**config.mk**
```make
export PLATFORM = sky130hd
export DESIGN_NAME = tsc_ctrl
export DESIGN_NICKNAME = d
export VERILOG_FILES = /design/src/hw/tsc_sync.v /design/src/hw/tsc_ctrl.v
export VERILOG_INCLUDE_DIRS = /design/src /design/src/hw
export SDC_FILE = /design/constraint.sdc
export NUM_CORES = 1
export LEC_CHECK = 0
export ABC_CLOCK_PERIOD_IN_PS = 4100
export BUFFER_PORTS_ARGS = -buffer_cell sky130_fd_sc_hd__buf_2
export CORE_ASPECT_RATIO = 0.75
export CORE_UTILIZATION = 44
export CTS_BUF_LIST = sky130_fd_sc_hd__clkbuf_8
export DETAILED_ROUTE_END_ITERATION = 16
export PLACE_DENSITY = 0.67
export SYNTH_ARGS = -nofsm -noshare
export SYNTH_HDL_FRONTEND = slang
export SYNTH_SLANG_ARGS = --single-unit
```
**constraint.sdc**
```tcl
create_clock -name clk_sys -period 4.1 [get_ports clk_sys]
set_input_delay 0.205 -clock clk_sys [delete_from_list [all_inputs] [get_ports clk_sys]]
set_output_delay 0.205 -clock clk_sys [all_outputs]
set_load 0.005 [all_outputs]
```
**src/hw/tsc_map.vh**
```
// Register map, field positions and timing constants of the tape step controller.
// Assumes a 10 MHz system clock; included by the controller and the bench by bare name.
`ifndef TSC_MAP_VH
`define TSC_MAP_VH

// ==========================================================
// Register byte offsets
`define TSC_ADDR_W 8
`define TSC_REG_CTRL 8'h00
`define TSC_REG_STEP 8'h04
`define TSC_REG_STAT 8'h08
`define TSC_REG_CHARS 8'h0C

// ==========================================================
// Control fields
`define TSC_CTRL_W 6
`define TSC_CTRL_RST 6'h00
`define TSC_CTRL_SUPPLY 0
`define TSC_CTRL_STEP 1
`define TSC_CTRL_GATE 2
`define TSC_CTRL_RUN 3
`define TSC_CTRL_MODE_LO 4
`define TSC_CTRL_MODE_HI 5

// ==========================================================
// Motion modes
`define TSC_MODE_LEVEL 2'h0
`define TSC_MODE_OPEN 2'h1
`define TSC_MODE_CLOSED 2'h2

// ==========================================================
// Status fields
`define TSC_STAT_SPROCKET 0
`define TSC_STAT_BUSY 1
`define TSC_STAT_VALID 2
`define TSC_STAT_BYTE_LO 8
`define TSC_STAT_BYTE_HI 15

// ==========================================================
// Widths and reset values
`define TSC_CNT_W 16
`define TSC_CNT_RST 16'h0000
`define TSC_BYTE_RST 8'h00
`define TSC_DATA_W 8

// ==========================================================
// Timing
`define TSC_CLK_NS 100
`define TSC_PULSE_NS 5000
`define TSC_PULSE_CYC ((`TSC_PULSE_NS + `TSC_CLK_NS - 1) / `TSC_CLK_NS)
`define TSC_OPEN_RATE_CPS 60
`define TSC_OPEN_PERIOD_NS ((1000000000 + `TSC_OPEN_RATE_CPS - 1) / `TSC_OPEN_RATE_CPS)
`define TSC_OPEN_PERIOD_CYC ((`TSC_OPEN_PERIOD_NS + `TSC_CLK_NS - 1) / `TSC_CLK_NS)
`define TSC_PER_W 18

`endif

```
**src/hw/tsc_sync.v**
```verilog
// Two-stage synchroniser with rising-edge detect for the reader's pin outputs.
// Assumes asynchronous pin levels and an already synchronised active-low reset.
`timescale 1ns/10ps
module tsc_sync #(
  parameter WIDTH = 9
) (
  // Clock and reset
  input wire clk,
  input wire rstN,
  // Pins in
  input wire [WIDTH-1:0] din,
  // Synchronised out
  output wire [WIDTH-1:0] dout,
  output wire [WIDTH-1:0] rise
);

  // ==========================================================
  // Per-bit stages
  genvar i;
  generate
    for (i = 0; i < WIDTH; i = i + 1) begin : gBit
      reg s1_q;
      reg s2_q;
      reg s3_q;
      always @(posedge clk or negedge rstN) begin
        if (!rstN) begin
          s1_q <= 1'b0;
          s2_q <= 1'b0;
          s3_q <= 1'b0;
        end else begin
          s1_q <= din[i];
          s2_q <= s1_q;
          s3_q <= s2_q;
        end
      end
      assign dout[i] = s2_q;
      assign rise[i] = s2_q & ~s3_q;
    end
  endgenerate

endmodule

```
**src/hw/tsc_ctrl.v**
```verilog
// Controller that drives a perforated-tape reader's run/stop line and option links.
// Assumes APB access from software and reader pins asynchronous to clk_sys.
`timescale 1ns/10ps
`include "tsc_map.vh"
module tsc_ctrl #(
  parameter PULSE_CYC = `TSC_PULSE_CYC,
  parameter OPEN_PERIOD_CYC = `TSC_OPEN_PERIOD_CYC,
  parameter DATA_W = `TSC_DATA_W
) (
  // Clock and reset
  input wire clk_sys,
  input wire rst_n,
  // APB slave
  input wire [`TSC_ADDR_W-1:0] paddr,
  input wire psel,
  input wire penable,
  input wire pwrite,
  input wire [31:0] pwdata,
  output wire [31:0] prdata,
  output wire pready,
  output wire pslverr,
  // Reader outputs
  input wire sprocketHole,
  input wire [DATA_W-1:0] dataChannel,
  // Reader inputs
  output wire runRequest,
  output wire stepLinkClosed,
  output wire gateLinkClosed,
  output wire supplyLinkClosed
);

  // ==========================================================
  // States
  localparam [1:0] ST_IDLE = 2'b00;
  localparam [1:0] ST_PULSE = 2'b01;
  localparam [1:0] ST_WAIT = 2'b10;
  localparam integer PULSE_LAST_I = PULSE_CYC - 1;
  localparam integer PERIOD_LAST_I = OPEN_PERIOD_CYC - 1;
  localparam [`TSC_PER_W-1:0] PULSE_LAST = PULSE_LAST_I[`TSC_PER_W-1:0];
  localparam [`TSC_PER_W-1:0] PERIOD_LAST = PERIOD_LAST_I[`TSC_PER_W-1:0];

  // ==========================================================
  // Register index decode
  function [2:0] regSel;
    input [`TSC_ADDR_W-1:0] a;
    begin
      case (a)
        `TSC_REG_CTRL: regSel = 3'h1;
        `TSC_REG_STEP: regSel = 3'h2;
        `TSC_REG_STAT: regSel = 3'h3;
        `TSC_REG_CHARS: regSel = 3'h4;
        default: regSel = 3'h0;
      endcase
    end
  endfunction

  // ==========================================================
  // Reset release
  reg rstSync1_q;
  reg rstSync2_q;
  wire rstInt_n;

  always @(posedge clk_sys or negedge rst_n) begin
    if (!rst_n) begin
      rstSync1_q <= 1'b0;
      rstSync2_q <= 1'b0;
    end else begin
      rstSync1_q <= 1'b1;
      rstSync2_q <= rstSync1_q;
    end
  end
  assign rstInt_n = rstSync2_q;

  // ==========================================================
  // Pin synchronisers
  wire [DATA_W:0] pinSync;
  wire [DATA_W:0] pinRise;
  wire sprocketLvl;
  wire sprocketEdge;

  tsc_sync #(
    .WIDTH(DATA_W + 1)
  ) uSync (
    .clk(clk_sys),
    .rstN(rstInt_n),
    .din({sprocketHole, dataChannel}),
    .dout(pinSync),
    .rise(pinRise)
  );
  assign sprocketLvl = pinSync[DATA_W];

  // ==========================================================
  // Edge arming
  // Hole already under the head at reset release is no new character
  reg [2:0] edgeArm_q;

  always @(posedge clk_sys or negedge rstInt_n) begin
    if (!rstInt_n) begin
      edgeArm_q <= 3'h0;
    end else begin
      edgeArm_q <= {edgeArm_q[1:0], 1'b1};
    end
  end
  assign sprocketEdge = pinRise[DATA_W] & edgeArm_q[2];

  // ==========================================================
  // Register storage
  reg [`TSC_CTRL_W-1:0] ctrl_q;
  reg [`TSC_CNT_W-1:0] steps_q;
  reg [`TSC_CNT_W-1:0] steps_d;
  reg [`TSC_CNT_W-1:0] chars_q;
  reg [DATA_W-1:0] byte_q;
  reg valid_q;
  reg [31:0] prdata_q;
  reg pslverr_q;
  wire [1:0] mode;
  wire setupPh;
  wire wrEn;
  wire [2:0] sel;
  wire stepWr;
  wire validClr;

  assign mode = ctrl_q[`TSC_CTRL_MODE_HI:`TSC_CTRL_MODE_LO];
  assign setupPh = psel & ~penable;
  assign wrEn = psel & penable & pwrite;
  assign sel = regSel(paddr);
  assign stepWr = wrEn & (sel == 3'h2);
  assign validClr = wrEn & (sel == 3'h3) & pwdata[`TSC_STAT_VALID];

  // ==========================================================
  // Step engine
  reg [1:0] state_q;
  reg [1:0] state_d;
  reg [`TSC_PER_W-1:0] pulseCnt_q;
  reg [`TSC_PER_W-1:0] pulseCnt_d;
  reg [`TSC_PER_W-1:0] perCnt_q;
  reg [`TSC_PER_W-1:0] perCnt_d;
  reg runReq_q;
  reg runReq_d;
  wire stepMode;
  wire nextDue;

  assign stepMode = (mode == `TSC_MODE_OPEN) | (mode == `TSC_MODE_CLOSED);
  // Closed loop: next pulse on the sprocket edge that stopped the reader
  assign nextDue = (mode == `TSC_MODE_CLOSED) ? sprocketEdge :
                   (perCnt_q == {`TSC_PER_W{1'b0}});

  always @* begin
    state_d = state_q;
    pulseCnt_d = pulseCnt_q;
    perCnt_d = perCnt_q;
    steps_d = steps_q;
    if (perCnt_q != {`TSC_PER_W{1'b0}}) begin
      perCnt_d = perCnt_q - 1'b1;
    end
    case (state_q)
      ST_IDLE: begin
        if (stepMode && steps_q != `TSC_CNT_RST && ctrl_q[`TSC_CTRL_SUPPLY]) begin
          state_d = ST_PULSE;
          pulseCnt_d = PULSE_LAST;
          perCnt_d = PERIOD_LAST;
        end
      end
      ST_PULSE: begin
        if (pulseCnt_q == {`TSC_PER_W{1'b0}}) begin
          state_d = ST_WAIT;
          steps_d = steps_q - 1'b1;
        end else begin
          pulseCnt_d = pulseCnt_q - 1'b1;
        end
      end
      ST_WAIT: begin
        if (nextDue) begin
          if (steps_q != `TSC_CNT_RST) begin
            state_d = ST_PULSE;
            pulseCnt_d = PULSE_LAST;
            perCnt_d = PERIOD_LAST;
          end else begin
            state_d = ST_IDLE;
          end
        end
      end
      default: begin
        state_d = ST_IDLE;
      end
    endcase
    if (!stepMode) begin
      state_d = ST_IDLE;
    end
    if (stepWr) begin
      steps_d = pwdata[`TSC_CNT_W-1:0];
    end
  end

  // Request level: held in level mode, pulsed in step modes
  always @* begin
    if (!ctrl_q[`TSC_CTRL_SUPPLY]) begin
      runReq_d = 1'b0;
    end else if (mode == `TSC_MODE_LEVEL) begin
      runReq_d = ctrl_q[`TSC_CTRL_RUN];
    end else begin
      runReq_d = (state_d == ST_PULSE);
    end
  end

  always @(posedge clk_sys or negedge rstInt_n) begin
    if (!rstInt_n) begin
      state_q <= ST_IDLE;
      pulseCnt_q <= {`TSC_PER_W{1'b0}};
      perCnt_q <= {`TSC_PER_W{1'b0}};
      steps_q <= `TSC_CNT_RST;
      runReq_q <= 1'b0;
    end else begin
      state_q <= state_d;
      pulseCnt_q <= pulseCnt_d;
      perCnt_q <= perCnt_d;
      steps_q <= steps_d;
      runReq_q <= runReq_d;
    end
  end

  // ==========================================================
  // Character capture
  always @(posedge clk_sys or negedge rstInt_n) begin
    if (!rstInt_n) begin
      byte_q <= `TSC_BYTE_RST;
      valid_q <= 1'b0;
      chars_q <= `TSC_CNT_RST;
    end else begin
      if (sprocketEdge) begin
        byte_q <= pinSync[DATA_W-1:0];
        valid_q <= 1'b1;
        chars_q <= chars_q + 1'b1;
      end else if (validClr) begin
        valid_q <= 1'b0;
      end
      if (wrEn && sel == 3'h4) begin
        chars_q <= `TSC_CNT_RST;
      end
    end
  end

  // ==========================================================
  // APB control register and read path
  reg [31:0] rdMux;

  always @* begin
    rdMux = 32'h00000000;
    case (sel)
      3'h1: rdMux[`TSC_CTRL_W-1:0] = ctrl_q;
      3'h2: rdMux[`TSC_CNT_W-1:0] = steps_q;
      3'h3: begin
        rdMux[`TSC_STAT_SPROCKET] = sprocketLvl;
        rdMux[`TSC_STAT_BUSY] = (state_q != ST_IDLE);
        rdMux[`TSC_STAT_VALID] = valid_q;
        rdMux[`TSC_STAT_BYTE_HI:`TSC_STAT_BYTE_LO] = byte_q;
      end
      3'h4: rdMux[`TSC_CNT_W-1:0] = chars_q;
      default: rdMux = 32'h00000000;
    endcase
  end

  always @(posedge clk_sys or negedge rstInt_n) begin
    if (!rstInt_n) begin
      ctrl_q <= `TSC_CTRL_RST;
      prdata_q <= 32'h00000000;
      pslverr_q <= 1'b0;
    end else begin
      if (setupPh) begin
        prdata_q <= pwrite ? 32'h00000000 : rdMux;
        pslverr_q <= (sel == 3'h0);
      end
      if (wrEn && sel == 3'h1) begin
        ctrl_q <= pwdata[`TSC_CTRL_W-1:0];
      end
    end
  end

  // ==========================================================
  // Outputs
  assign prdata = prdata_q;
  assign pready = psel & penable;
  assign pslverr = psel & penable & pslverr_q;
  assign runRequest = runReq_q;
  assign stepLinkClosed = ctrl_q[`TSC_CTRL_STEP];
  assign gateLinkClosed = ctrl_q[`TSC_CTRL_GATE];
  assign supplyLinkClosed = ctrl_q[`TSC_CTRL_SUPPLY];

endmodule

```
# Yosys cells after proc, flatten, opt, wreduce, memory -nomap -nowiden
# Index checks and enable logic that the tools add are counted.
[totals]
regBits = 143
latchBits = 0
ram_bits = 0
mem_bits_ro = 0
in_bits = 54
out_inout_bits = 38
mem_count = 0
[classes]
add_sub_neg = 4
multipliers = 0
n_div = 0
order_cmp = 0
n_eq_ne = 16
n_shift = 0
n_mux = 32
n_bitwise = 12
reduce_logical = 20
[op_table]
columns = ["operator", "count"]
rows = [
  ["$mux 18", 8],
  ["$mux 16", 6],
  ["$pmux 18 s3", 1],
  ["$logic_not 18->1", 2],
  ["$pmux 18 s2", 1],
  ["$sub 18x1->18 const B", 2],
  ["$pmux 3 s4", 2],
  ["$pmux 8 s3", 1],
  ["$reduce_bool 18->1", 1],
  ["$add 16x1->16 const B", 1],
  ["$eq 8x4->1 const B", 2],
  ["$reduce_bool 16->1", 1],
  ["$sub 16x1->16 const B", 1],
  ["$reduce_bool 2->1", 5],
  ["$and 1x1->1", 9],
  ["$pmux 3 s3", 1],
  ["$eq 8x3->1 const B", 1],
  ["$logic_not 8->1", 1],
  ["$mux 2", 4],
  ["$ne 2x2->1 const B", 4],
  ["$eq 2x1->1 const B", 3],
  ["$eq 3x2->1 const B", 2],
  ["$mux 1", 6],
  ["$pmux 2 s3", 1],
  ["12 further kinds", 18],
]

# Longest topological paths before layout
# Gate-level depths: netlist of the first run.
[depth]
ltp_word = 10
mapped_depth = 8
depth_no_buf = 8

# By module
# A second synthesis of the first run with hierarchy kept.
[hier_totals]
hier_cells = 630
hier_area_um2 = 6586.3
[modules_own_cells]
columns = ["module", "instances", "cells_per_inst", "area_each_um2", "seq_area_each_um2"]
rows = [
  ["tsc_ctrl", 1, 585, 5719.2, 2702.6],
  ["tsc_sync", 1, 45, 867.1, 675.6],
]

# Least setup slack after synthesis of the first run
# OpenSTA, ideal clock, no wires.
[synth_timing]
path_kind = "register to register"
from = "register pulseCnt_q[0]"
to = "register steps_q[8]"
setup_ns = 0.077
arrival_ns = 2.332
path_slack_ns = 1.691
stages_incl_launch_ff = 9
path_buffers = 0
period_less_slack_ns = 2.409
path_cell_list = "dfrtp_1 -> inv_1 -> ha_1 -> or4b_2 -> nor3_2 -> nand4_2 -> or4_1 -> xor2_1 -> a21oi_1"
[synth_between]
elab_chain_cells = 3
[synth_rtl]
columns = ["element", "line", "rtl"]
rows = [
  ["start, declared", "tsc_ctrl.v:134", "reg [`TSC_PER_W-1:0] pulseCnt_q;"],
  ["start signal, assigned", "tsc_ctrl.v:209", "pulseCnt_q <= {`TSC_PER_W{1'b0}};"],
  ["start signal, assigned", "tsc_ctrl.v:215", "pulseCnt_q <= pulseCnt_d;"],
  ["$logic_not 18->1", "tsc_ctrl.v:165", "if (pulseCnt_q == {`TSC_PER_W{1'b0}}) begin"],
  ["$reduce_bool 2->1 (no line)", "n/a", ""],
  ["$reduce_and 2->1 (no line)", "n/a", ""],
  ["end signal, assigned", "tsc_ctrl.v:211", "steps_q <= `TSC_CNT_RST;"],
  ["end signal, assigned", "tsc_ctrl.v:217", "steps_q <= steps_d;"],
  ["end, declared", "tsc_ctrl.v:109", "reg [`TSC_CNT_W-1:0] steps_q;"],
]
# Every way passes these cells.
# A chain may end at the register's enable or synchronous reset.

# Final worst setup path of the first run
# Ends and elaborated chain as after synthesis.

==> metrics.md, run 1 <==
| Metric | Value |
|---|---|
| Status | finished clean |
| Switching Fraction | 30.4% |
| Vias in the first global route | 4339 |
| Cells along the critical path | inv_1 > ha_1 > or4b_2 > nor3_2 > nand4_2 > or4_1 > xor2_1 > a21oi_1 |
| Initial core utilization | 45.8% |
| Clock Path Buffers | 2 |
| Chip width | 137 um |
| Max H-tree Level | 4 |
| Setup_tns | 0 ps |
| Sequential area share after synthesis | 52.8% |
| Fraction of layout cells with a size suffix above 1 | 20.1% |
| Setup violators final | 0 |
| Pint | 2040 uW |
| Slew HR | 42.9% |
| Switching Power | 891 uW |
| Worst EP required | 4480 ps |
| DRC | 0 |
| Syn avg cell area | 10.2 um2 |
| Async SR Flop Fraction | 100% |
| PostCTS Resize Cnt | 0 |
| Filler cells | 1150 |
| Routed wire length | 13.4 mm |
| Comb power frac | 10.8% |
| Crit-path max FO | 7 |
| Primary FF master, synth | dfrtp_1 |
| Worst slew pin tran | 856 ps |
| Num CTS Buffers | 17 |
| Critical path type | reg2reg |
| CP max stage delay | 600 ps |
| Placed cells | 806 |
| CP Data Arrival Time | 3100 ps |
| Post-synth top area share | 52.8% |
| Total number of vias | 4471 |
| Total GRT Usage | 20.5% |
| Largest net degree at the start of global routing | 60 |
| PortBufs | 59 |
| Crit path time final | 2720 ps |
| Post-Route Skew | 12.8 ps |
| Final Non-Filler Cells | 852 |
| CTS tree | built |
| Power per cell area | 420 mW/mm2 |
| Die height | 103 um |
| Layout Nets | 730 |
| Crit path capture type | flip-flop |
| Hold Slack | 17.6 ps |
| Synth Cell Area | 0.00602 mm2 |
| Synth Warn # | 0 |
| Worst-Skew Late Latency | 460 ps |
| Endpoints failing hold | 0 |
| Setup crit start | pulseCnt_q[0] |
| Clock root buffer | clkbuf_8 |
| Post-CTS Repair Setup Buffers | 0 |
| LEAKAGE | 0.00286 uW |
| GP Congestion | 0.803 |
| 1st-pass router iterations | 5 |
| Clock-pin slew on the worst setup and hold paths | 90 ps |
| FP Rows | 36 |
| Max Slew Vio Count | 0 |
| Fmax | 367 MHz |
| Total Power | 2930 uW |
| Register bit count reported by yosys | 127 |
| Die area | 0.0142 mm2 |
| Initial antenna violation count | 0 |
| Min-delay worst type | in2reg |
| Post-DP HPWL | 9.51 mm |
| Initial DRC Count | 274 |
| Register Area | 0.00318 mm2 |
| RSZ-0062 raised after global routing | false |
| Yosys cell types | 55 |
| First-pass GRT wire length | 21.8 mm |
| EDFF count, synth | 0 |
| Wirelength per Cell | 15.7 um |
| Highest-delay cell along the critical path | or4b_2 |
| Max rail drop VDD | 249 uV |
| CTS Sinks | 127 |
| Area grow syn2layout | 15.9% |
| Aggregate global routing overflow | 0 |
| Multi-input logic area | 0.00268 mm2 |
| Post-Synthesis Cells | 588 |
| Reg-to-Reg Start | pulseCnt_q[0] |
| Startpoint Class | flip-flop |
| Hold path start | pwdata[0] |
| Avg Vias per Cell | 5.25 |
| Io pins | 92 |
| Clock power share | 37.4% |
| Main area contributors after synthesis | dfrtp_1 53%, nor2_1 5.2%, xnor2_1 5.2% |
| Max Cap Viol | 0 |
| Area leader, netlist | dfrtp_1 |
| # diodes | 0 |
| Flop pwr share | 51.8% |
| Antenna Violating Nets Remaining | 0 |
| CORE AREA | 0.0132 mm2 |
| Final worst-path cycle share | 66.4% |
==> registers in the layout, indices dropped and copies added, names as in the netlist, 2 cells and up <==
register         flops
byte_q               8
chars_q             16
ctrl_q               6
edgeArm_q            3
perCnt_q            18
prdata              16
pulseCnt_q          18
state_q              2
steps_q             16
uSync.gBit.s1_q      9
uSync.gBit.s2_q      9
==> synthesized netlist by cell type (2+ instances only) <==
master    number
or2_2          4
mux4_2         3
nor2b_1        4
and3_1         7
ha_1           8
o21a_1         2
a31oi_1        2
buf_2          2
nor4_1         9
nand3_1        7
buf_4         16
buf_1          3
inv_1         11
a21oi_1       17
xnor2_1       36
mux2i_1        4
or3_4          3
conb_1         2
nor2_1        84
or3_1          9
nand2_1       77
nand3b_1       3
o21ai_1        3
a22oi_1       11
nor3_1        23
o21ai_0       15
o31ai_1        5
nand2b_1       2
nand4_1        7
xor2_1        23
dfrtp_1      127
or4_4          3
clkbuf_1      10
mux2_2        19
and2_1         2
or4_1          6
==> metal layers <==
metal	vias to the layer above	GRT usage, %	wire, um
met3	17	5.56	742
met2	105	31.4	6030
met1	2211	28.7	6420
met5	-	0	0
li1	2138	-	-
met4	0	5.83	159
==> path summary, 6_finish.rpt <==
check | end | slack (ps) | cells after the start
max | steps_q[8] | 1380 | 8
min | ctrl_q[0] | 20 | 2
max reg2reg | steps_q[8] | 1380 | 8
min reg2reg | edgeArm_q[2] | 350 | 0
max in group asynchronous | steps_q[10] | 2750 | 1
min in group asynchronous | rstInt_n | 50 | 2
==> stage by stage <==
| step | utilization, % | setup slack [ps] | cell area, um2 |
|---|---|---|---|
| finish | 53.1 | 1380 | 6980 |
| global route | 53.1 | 1180 | 6980 |
| floorplan | - | 300 | 6080 |
| detailed placement | 48.9 | 1380 | 6440 |
| CTS | 53.1 | 1380 | 6980 |
| global placement | 48.9 | 1450 | 6440 |
==> final cells by class <==
class | count | area share [%]
sequential | 127 | 45.6
multi-input combinational | 435 | 38.4
timing repair buffer | 76 | 6.56
clock buffer | 17 | 3.35
tap | 171 | 3.07
clock inverter | 15 | 2.42
inverter | 11 | 0.592
==> cells in the final DEF (no fill, tap or decap), drive strengths merged, types with 11 or more instances in the layout <==
cell type,instances
dfrtp,127
nor2,85
nand2,77
buf,62
xnor2,36
nor3,25
xor2,23
mux2,20
inv,19
conb,18
o21ai,18
a21oi,17
clkbuf,17
dlygate4sd3,14
or3,13
a22oi,11
==> worst max-delay path: cells and delay by family, from the launching register on <==
kind	cells	cell delay (ps)
adder cells (fa/ha/maj)	1	190
buffers and inverters	1	120
XOR/XNOR	1	160
AO/OA/AOI/OAI	1	140
flip-flops	1	390
AND/OR/NAND/NOR	4	1650
==> power by group through the flow <==
stage / Combinational (uW) / Clock [uW] / Sequential [uW]
floorplan: 234 / 0 / 1500
detailed placement: 304 / 0 / 1540
global route: 361 / 1190 / 1540
finish: 316 / 1100 / 1520
global placement: 291 / 0 / 1530
CTS: 317 / 1130 / 1520
==> cells by family after synthesis <==
family                     synth area share, %
and+or+nand+nor                           21.4
muxes                                     5.59
adders and majority gates                 1.66
buffers and inverters                     3.66
other                                    0.125
xor gates and xnor gates                  8.58
AOI/OAI and AO/OA                         6.21
DFF                                       52.8
==> what timing repair did <==
item                       4_1_cts  5_1_grt
hold endpoints to repair        15        0
hold buffers                    14        0
setup endpoints to repair        0        0
(Power assumes the default switching activity.)
==> inputs of run 2 (changes only) <==
ABC_CLOCK_PERIOD_IN_PS = 2650   (was 4100)
PLACE_DENSITY = not set   (was 0.67)
clock period = 2.65 ns   (was 4.1 ns; I/O delays follow)
==> run 2 against run 1 <==
  * Hold slack improved by 28 ps
  * Sequential power increased by 55%
  * Clock-buffer cell count unchanged
  * Non-clock buffer count increased by 24
  * Largest cell class unchanged
  * Highest routed layer unchanged
  * Setup slack got worse by 1200 ps
  * Utilization increased by 2.0 points
  * Die area unchanged
  * Cell count increased by 2.8%
  * First-iteration DRC count increased by 29%
  * Sequential share of layout area decreased by 1.6 points
  * Fmax increased by 8.0%
  * Combinational power increased by 61%
==> metrics.md, run 2 (same netlist as run 1, synthesis figures left out) <==
| Metric | Value |
|---|---|
| Status | finished clean |
| Initial DRC Count | 353 (+29%) |
| Max H-tree Level | 4 (unchanged) |
| Total number of vias | 4518 (+1.1%) |
| Max Slew Vio Count | 0 (unchanged) |
| CORE AREA | 0.0132 mm2 (unchanged) |
| Worst-Skew Late Latency | 450 ps (about the same) |
| CP max stage delay | 630 ps (+30 ps) |
| Largest regs | perCnt_q (18), pulseCnt_q (18) |
| Post-Route Skew | 13.6 ps (+0.756 ps) |
| Clock-pin slew on the worst setup and hold paths | 90 ps (about the same) |
| Slew HR | 48.4% (+5.4 points) |
| Most common cell after layout, fill and taps aside | dfrtp_1 |
| Layout Nets | 754 (+3.3%) |
| Crit-path leading delay family | simple AND/OR/NAND/NOR gates |
| Max Cap Viol | 0 (unchanged) |
| Initial antenna violation count | 0 (unchanged) |
| Post-DP HPWL | 9.60 mm (+0.95%) |
| Filler cells | 1179 (+2.5%) |
| Clock Path Buffers | 2 (unchanged) |
| Cells along the critical path | inv_1 > ha_1 > or4b_2 > nor3_4 > buf_4 > nand3_1 > nand2_1 > o21ai_0 > mux2_2 |
| Max rail drop VDD | 526 uV (+110%) |
| Chip width | 137 um (unchanged) |
| Total GRT Usage | 20.7% (+0.15 points) |
| CTS Sinks | 127 (unchanged) |
| CP Data Arrival Time | 2850 ps (-250 ps) |
| PortBufs | 59 (unchanged) |
| Crit-path max FO | 6 (-1) |
| Area grow syn2layout | 20.2% |
| Hold path start | pwrite |
| FP Rows | 36 (unchanged) |
| Hold Crit Endpoint | prdata[2] |
| Startpoint Class | flip-flop |
| GP Congestion | 0.828 (+3.2%) |
| Fmax | 397 MHz (+8.0%) |
| Crit path capture type | flip-flop |
| Antenna Violating Nets Remaining | 0 (unchanged) |
| CP Buf/Inv Count | 2 (+1) |
| Multi-input logic area | 0.00270 mm2 (+0.47%) |
| Clock root buffer | clkbuf_8 |
| Final worst-path cycle share | 95.1% (+29 points) |
| # diodes | 0 (unchanged) |
| Largest net degree at the start of global routing | 50 (-17%) |
| Vias in the first global route | 4255 (-1.9%) |
| Highest-delay cell along the critical path | or4b_2 |
| Num CTS Buffers | 17 (unchanged) |
| Setup violators final | 0 (unchanged) |
| CTS tree | built |
| Die area | 0.0142 mm2 (unchanged) |
| Initial core utilization | 45.8% (unchanged) |
| Worst EP required | 2980 ps (-1500 ps) |
| Setup_tns | 0 ps (unchanged) |
| R2R setup slack | 130 ps (-1250 ps) |
| FF-to-FF path depth | 9 (+1) |
| Endpoints failing hold | 0 (unchanged) |
| Most frequent cells in the layout | 126 x dfrtp_1, 84 x nor2_1, 77 x nand2_1 |
| Min-delay worst type | in2reg |
| Wirelength per Cell | 15.3 um (-2.6%) |
| Register Area | 0.00318 mm2 (unchanged) |
| Worst slew pin tran | 769 ps (-86.9 ps) |
| RR Endpoint | steps_q[1] |
| Avg Vias per Cell | 5.16 (-1.7%) |
| Critical path type | reg2reg |
| Io pins | 92 (unchanged) |
| Power per cell area | 630 mW/mm2 (+50%) |
| Final instance area | 0.00724 mm2 (+3.7%) |
| Die height | 103 um (unchanged) |
| Crit path time final | 2520 ps (-201 ps) |
| Placed Area | 0.00655 mm2 (+1.7%) |
| Fraction of layout cells with a size suffix above 1 | 21.1% (+1.0 points) |
| Aggregate global routing overflow | 0 (unchanged) |
| LEAKAGE | 0.00301 uW (+4.9%) |
| Routed wire length | 13.4 mm (+0.17%) |
| 1st-pass router iterations | 4 (-1) |
| Reg-to-Reg Start | pulseCnt_q[0] |
| DRC | 0 (unchanged) |
| First-pass GRT wire length | 21.8 mm (+0.35%) |
| Hold path depth | 4 (+2) |
-- run 2: final cells by class --
type	count	share of cell area (%)
well taps	171	2.96
clock inverters	15	2.28
flip-flops and latches	127	44.0
clock buffers	17	3.23
inverters	11	0.570
repair buffers	100	9.78
multi-input cells	435	37.2
-- run 2: worst min-delay path, delay by kind of cell --
family	cells	cell delay [ps]
compound gates	1	70
simple gates	2	150
buf+inv	1	100
-- run 2: timing repair --
action                                  CTS  global route
gates resized for setup                   0             2
endpoints found under the hold margin    34             0
buffers inserted                          0             1
endpoints found under the setup margin    0             8
hold buffers                             27             0
-- run 2: per-layer routing --
layer	part of all wire, %	GRT usage [%]	vias to the layer above
li1	-	-	2182
met1	51	31.0	2221
met4	1.1	6.93	0
met5	0	0	-
met2	44	29.1	100
met3	4.6	4.97	15
-- run 2: power breakdown --
group / switching (uW) / internal, uW / total, uW
Sequential: 222 / 2120 / 2350
Combinational: 250 / 259 / 509
Clock: 912 / 791 / 1700
-- run 2: worst max path at each step --
stage	startpoint	to	slack, ps	depth (start not counted)
global route	pulseCnt_q[0]	steps_q[8]	-10	8
finish	pulseCnt_q[0]	steps_q[1]	130	9
global placement	pulseCnt_q[4]	pulseCnt_q[13]	190	6
CTS	pulseCnt_q[0]	steps_q[7]	80	8
floorplan	pulseCnt_q[0]	steps_q[8]	240	8
detailed placement	pulseCnt_q[0]	steps_q[7]	110	8
-- run 2: through the flow --
stage / cells / hold slack (ps) / worst slack [ps] / total power, uW / util (%)
after floorplan: 604 / -163 / 241 / 2690 / -
after global placement: 816 / -80.9 / 188 / 2830 / 49.8
after detailed placement: 816 / -79.4 / 107 / 2850 / 49.8
after CTS: 875 / 14.4 / 82.5 / 4600 / 54.9
after global routing: 876 / 65.2 / -10.9 / 4790 / 55.0
final: 876 / 45.8 / 129 / 4560 / 55.0
==> inputs of run 3 (changes only) <==
BUFFER_PORTS_ARGS = -buffer_cell sky130_fd_sc_hd__buf_4   (was -buffer_cell sky130_fd_sc_hd__buf_2)
CORE_ASPECT_RATIO = not set   (was 0.75)
==> run 3 against run 2 <==
  * Clock-buffer cell count is the same
  * Cell count increased by 1.1%
  * Hold slack gained 32 ps
  * Combinational power is 4.5% higher
  * Critical path type unchanged
==> metrics.md, run 3 (same netlist as run 1, synthesis figures left out) <==
| Metric | Value |
|---|---|
| 1st-pass router iterations | 5 (+1) |
| Worst EP required | 3020 ps (+40 ps) |
| Hold Slack | 78.3 ps (+32.5 ps) |
| Final WS setup | 157 ps (+27.7 ps) |
| LEAKAGE | 0.00303 uW (+0.74%) |
| Crit-path max FO | 4 (-2) |
| Highest-delay cell along the critical path | or4b_2 |
| Hold path start | paddr[0] |
| Multi-input logic area | 0.00269 mm2 (-0.23%) |
| RSZ-0062 raised after global routing | false |
| CORE AREA | 0.0133 mm2 (+1.1%) |
| Die height | 119 um (+15%) |
| Fin util | 55.4% (+0.32 points) |
| Worst-Skew Late Latency | 440 ps (about the same) |
| Largest net degree at the start of global routing | 54 (+8.0%) |
| Num CTS Buffers | 17 (unchanged) |
| Setup_tns | 0 ps (unchanged) |
| First-pass GRT wire length | 21.4 mm (-1.8%) |
| Slew HR | 54.2% (+5.8 points) |
| Vias in the first global route | 4367 (+2.6%) |
| Io pins | 92 (unchanged) |
| Most frequent cells in the layout | 126 x dfrtp_1, 84 x nor2_1, 77 x nand2_1 |
| PortBufs | 59 (unchanged) |
| Total GRT Usage | 19.8% (-0.88 points) |
| Initial DRC Count | 262 (-26%) |
| Post-Route Skew | 12.9 ps (-0.689 ps) |
| # diodes | 0 (unchanged) |
| Total number of vias | 4447 (-1.6%) |
| Endpoints failing hold | 0 (unchanged) |
| FP Rows | 42 (+17%) |
| Clock-pin slew on the worst setup and hold paths | 80 ps (about the same) |
| Clock Path Buffers | 2 (unchanged) |
| Max H-tree Level | 4 (unchanged) |
| Setup violators final | 0 (unchanged) |
| CTS tree | built |
| Max Cap Viol | 0 (unchanged) |
| Final worst-path cycle share | 94.1% (-1.0 points) |
| Die area | 0.0142 mm2 (about the same) |
| Power per cell area | 590 mW/mm2 (-6.3%) |
| Antenna Violating Nets Remaining | 0 (unchanged) |
| Largest regs | perCnt_q (18), pulseCnt_q (18) |
| FF-to-FF path depth | 8 (-1) |
| Crit path time final | 2490 ps (-27.7 ps) |
| Max rail drop VDD | 369 uV (-30%) |
| R2R setup slack | 160 ps (+30 ps) |
| Min-delay worst type | in2reg |
| CP max stage delay | 630 ps (about the same) |
| Routed wire length | 12.9 mm (-3.5%) |
| Cells along the critical path | inv_1 > ha_1 > or4b_2 > nor3_4 > nand4_2 > or4_1 > xor2_1 > a21oi_1 |
| Filler cells | 1178 (-0.085%) |
| Status | finished clean |
| Post-DP HPWL | 9.24 mm (-3.7%) |
| Hold path depth | 4 (unchanged) |
| Reg-to-Reg Start | pulseCnt_q[0] |
| Register Area | 0.00318 mm2 (unchanged) |
| DP Worst Slack | 138 ps (+30.7 ps) |
| Hold Crit Endpoint | pslverr_q |
| CTS Sinks | 127 (unchanged) |
| Crit path capture type | flip-flop |
| Clock root buffer | clkbuf_8 |
| Startpoint Class | flip-flop |
| Aggregate global routing overflow | 0 (unchanged) |
| Most common cell after layout, fill and taps aside | dfrtp_1 |
| GP Congestion | 0.818 (-1.2%) |
| Initial antenna violation count | 0 (unchanged) |
| Fmax | 401 MHz (+1.1%) |
| Avg Vias per Cell | 5.02 (-2.7%) |
| Wirelength per Cell | 14.6 um (-4.6%) |
| CP Data Arrival Time | 2860 ps (about the same) |
| Critical path type | reg2reg |
| Layout Nets | 759 (+0.66%) |
| Worst slew pin tran | 687 ps (-82.4 ps) |
| RR Endpoint | steps_q[8] |
| Fraction of layout cells with a size suffix above 1 | 21.3% (+0.13 points) |
| Max Slew Vio Count | 0 (unchanged) |
| Area grow syn2layout | 22.3% |
| Initial core utilization | 45.3% (-0.49 points) |
| Chip width | 119 um (-13%) |
| DRC | 0 (unchanged) |
[run 3: final cells by class]
type	count	area share, %
Clock buffer	17	3.18
Clock inverter	15	1.51
Tap cell	176	2.99
Inverter	11	0.561
Timing Repair Buffer	105	12.0
Multi-Input combinational cell	435	36.5
Sequential cell	127	43.2
[run 3: what timing repair did]
action / 4_1_cts / 5_1_grt
buffers inserted: 0 / 0
setup endpoints to repair: 0 / 2
gates resized for setup: 0 / 1
endpoints found under the hold margin: 36 / 0
hold buffers: 28 / 0
[run 3: power breakdown]
part | leakage [uW] | switching (uW) | internal, uW
Clock | 0.000175 | 825 | 655
Combinational | 0.00146 | 255 | 277
Sequential | 0.00140 | 205 | 2120
Total | 0.00303 | 1280 | 3060
[run 3: through the flow]
stage | instances | total power (uW) | cell area [um2]
3_3_place_gp | 826 | 2850 | 6730
6_report | 886 | 4340 | 7360
2_1_floorplan | 604 | 2690 | 6080
3_5_place_dp | 826 | 2870 | 6730
4_1_cts | 886 | 4400 | 7350
5_1_grt | 886 | 4570 | 7360
[run 3: worst max path at each step]
stage                        from              to  slack (ps)  depth (start not counted)
CTS                 pulseCnt_q[0]      steps_q[8]         120                          8
global placement    pulseCnt_q[4]  pulseCnt_q[13]         190                          6
global route        pulseCnt_q[0]      steps_q[1]          10                          9
floorplan           pulseCnt_q[0]      steps_q[8]         240                          8
detailed placement  pulseCnt_q[0]      steps_q[8]         140                          8
finish              pulseCnt_q[0]      steps_q[8]         160                          8
[run 3: layer usage]
metal / up-vias / track usage (%) / routed length, um
li1: 2200 / - / -
met1: 2145 / 26.5 / 6100
met2: 82 / 30.7 / 6080
met3: 20 / 3.93 / 471
met4: 0 / 9.65 / 267
met5: - / 0 / 0
[run 3: worst max-delay path, delay by kind of cell, from the launching register on]
kind | cells | cell delay [ps]
AO/OA/AOI/OAI | 1 | 130
flip-flops | 1 | 380
AND/OR/NAND/NOR | 4 | 1430
adder cells (fa/ha/maj) | 1 | 190
XOR/XNOR | 1 | 150
buffers and inverters | 1 | 120
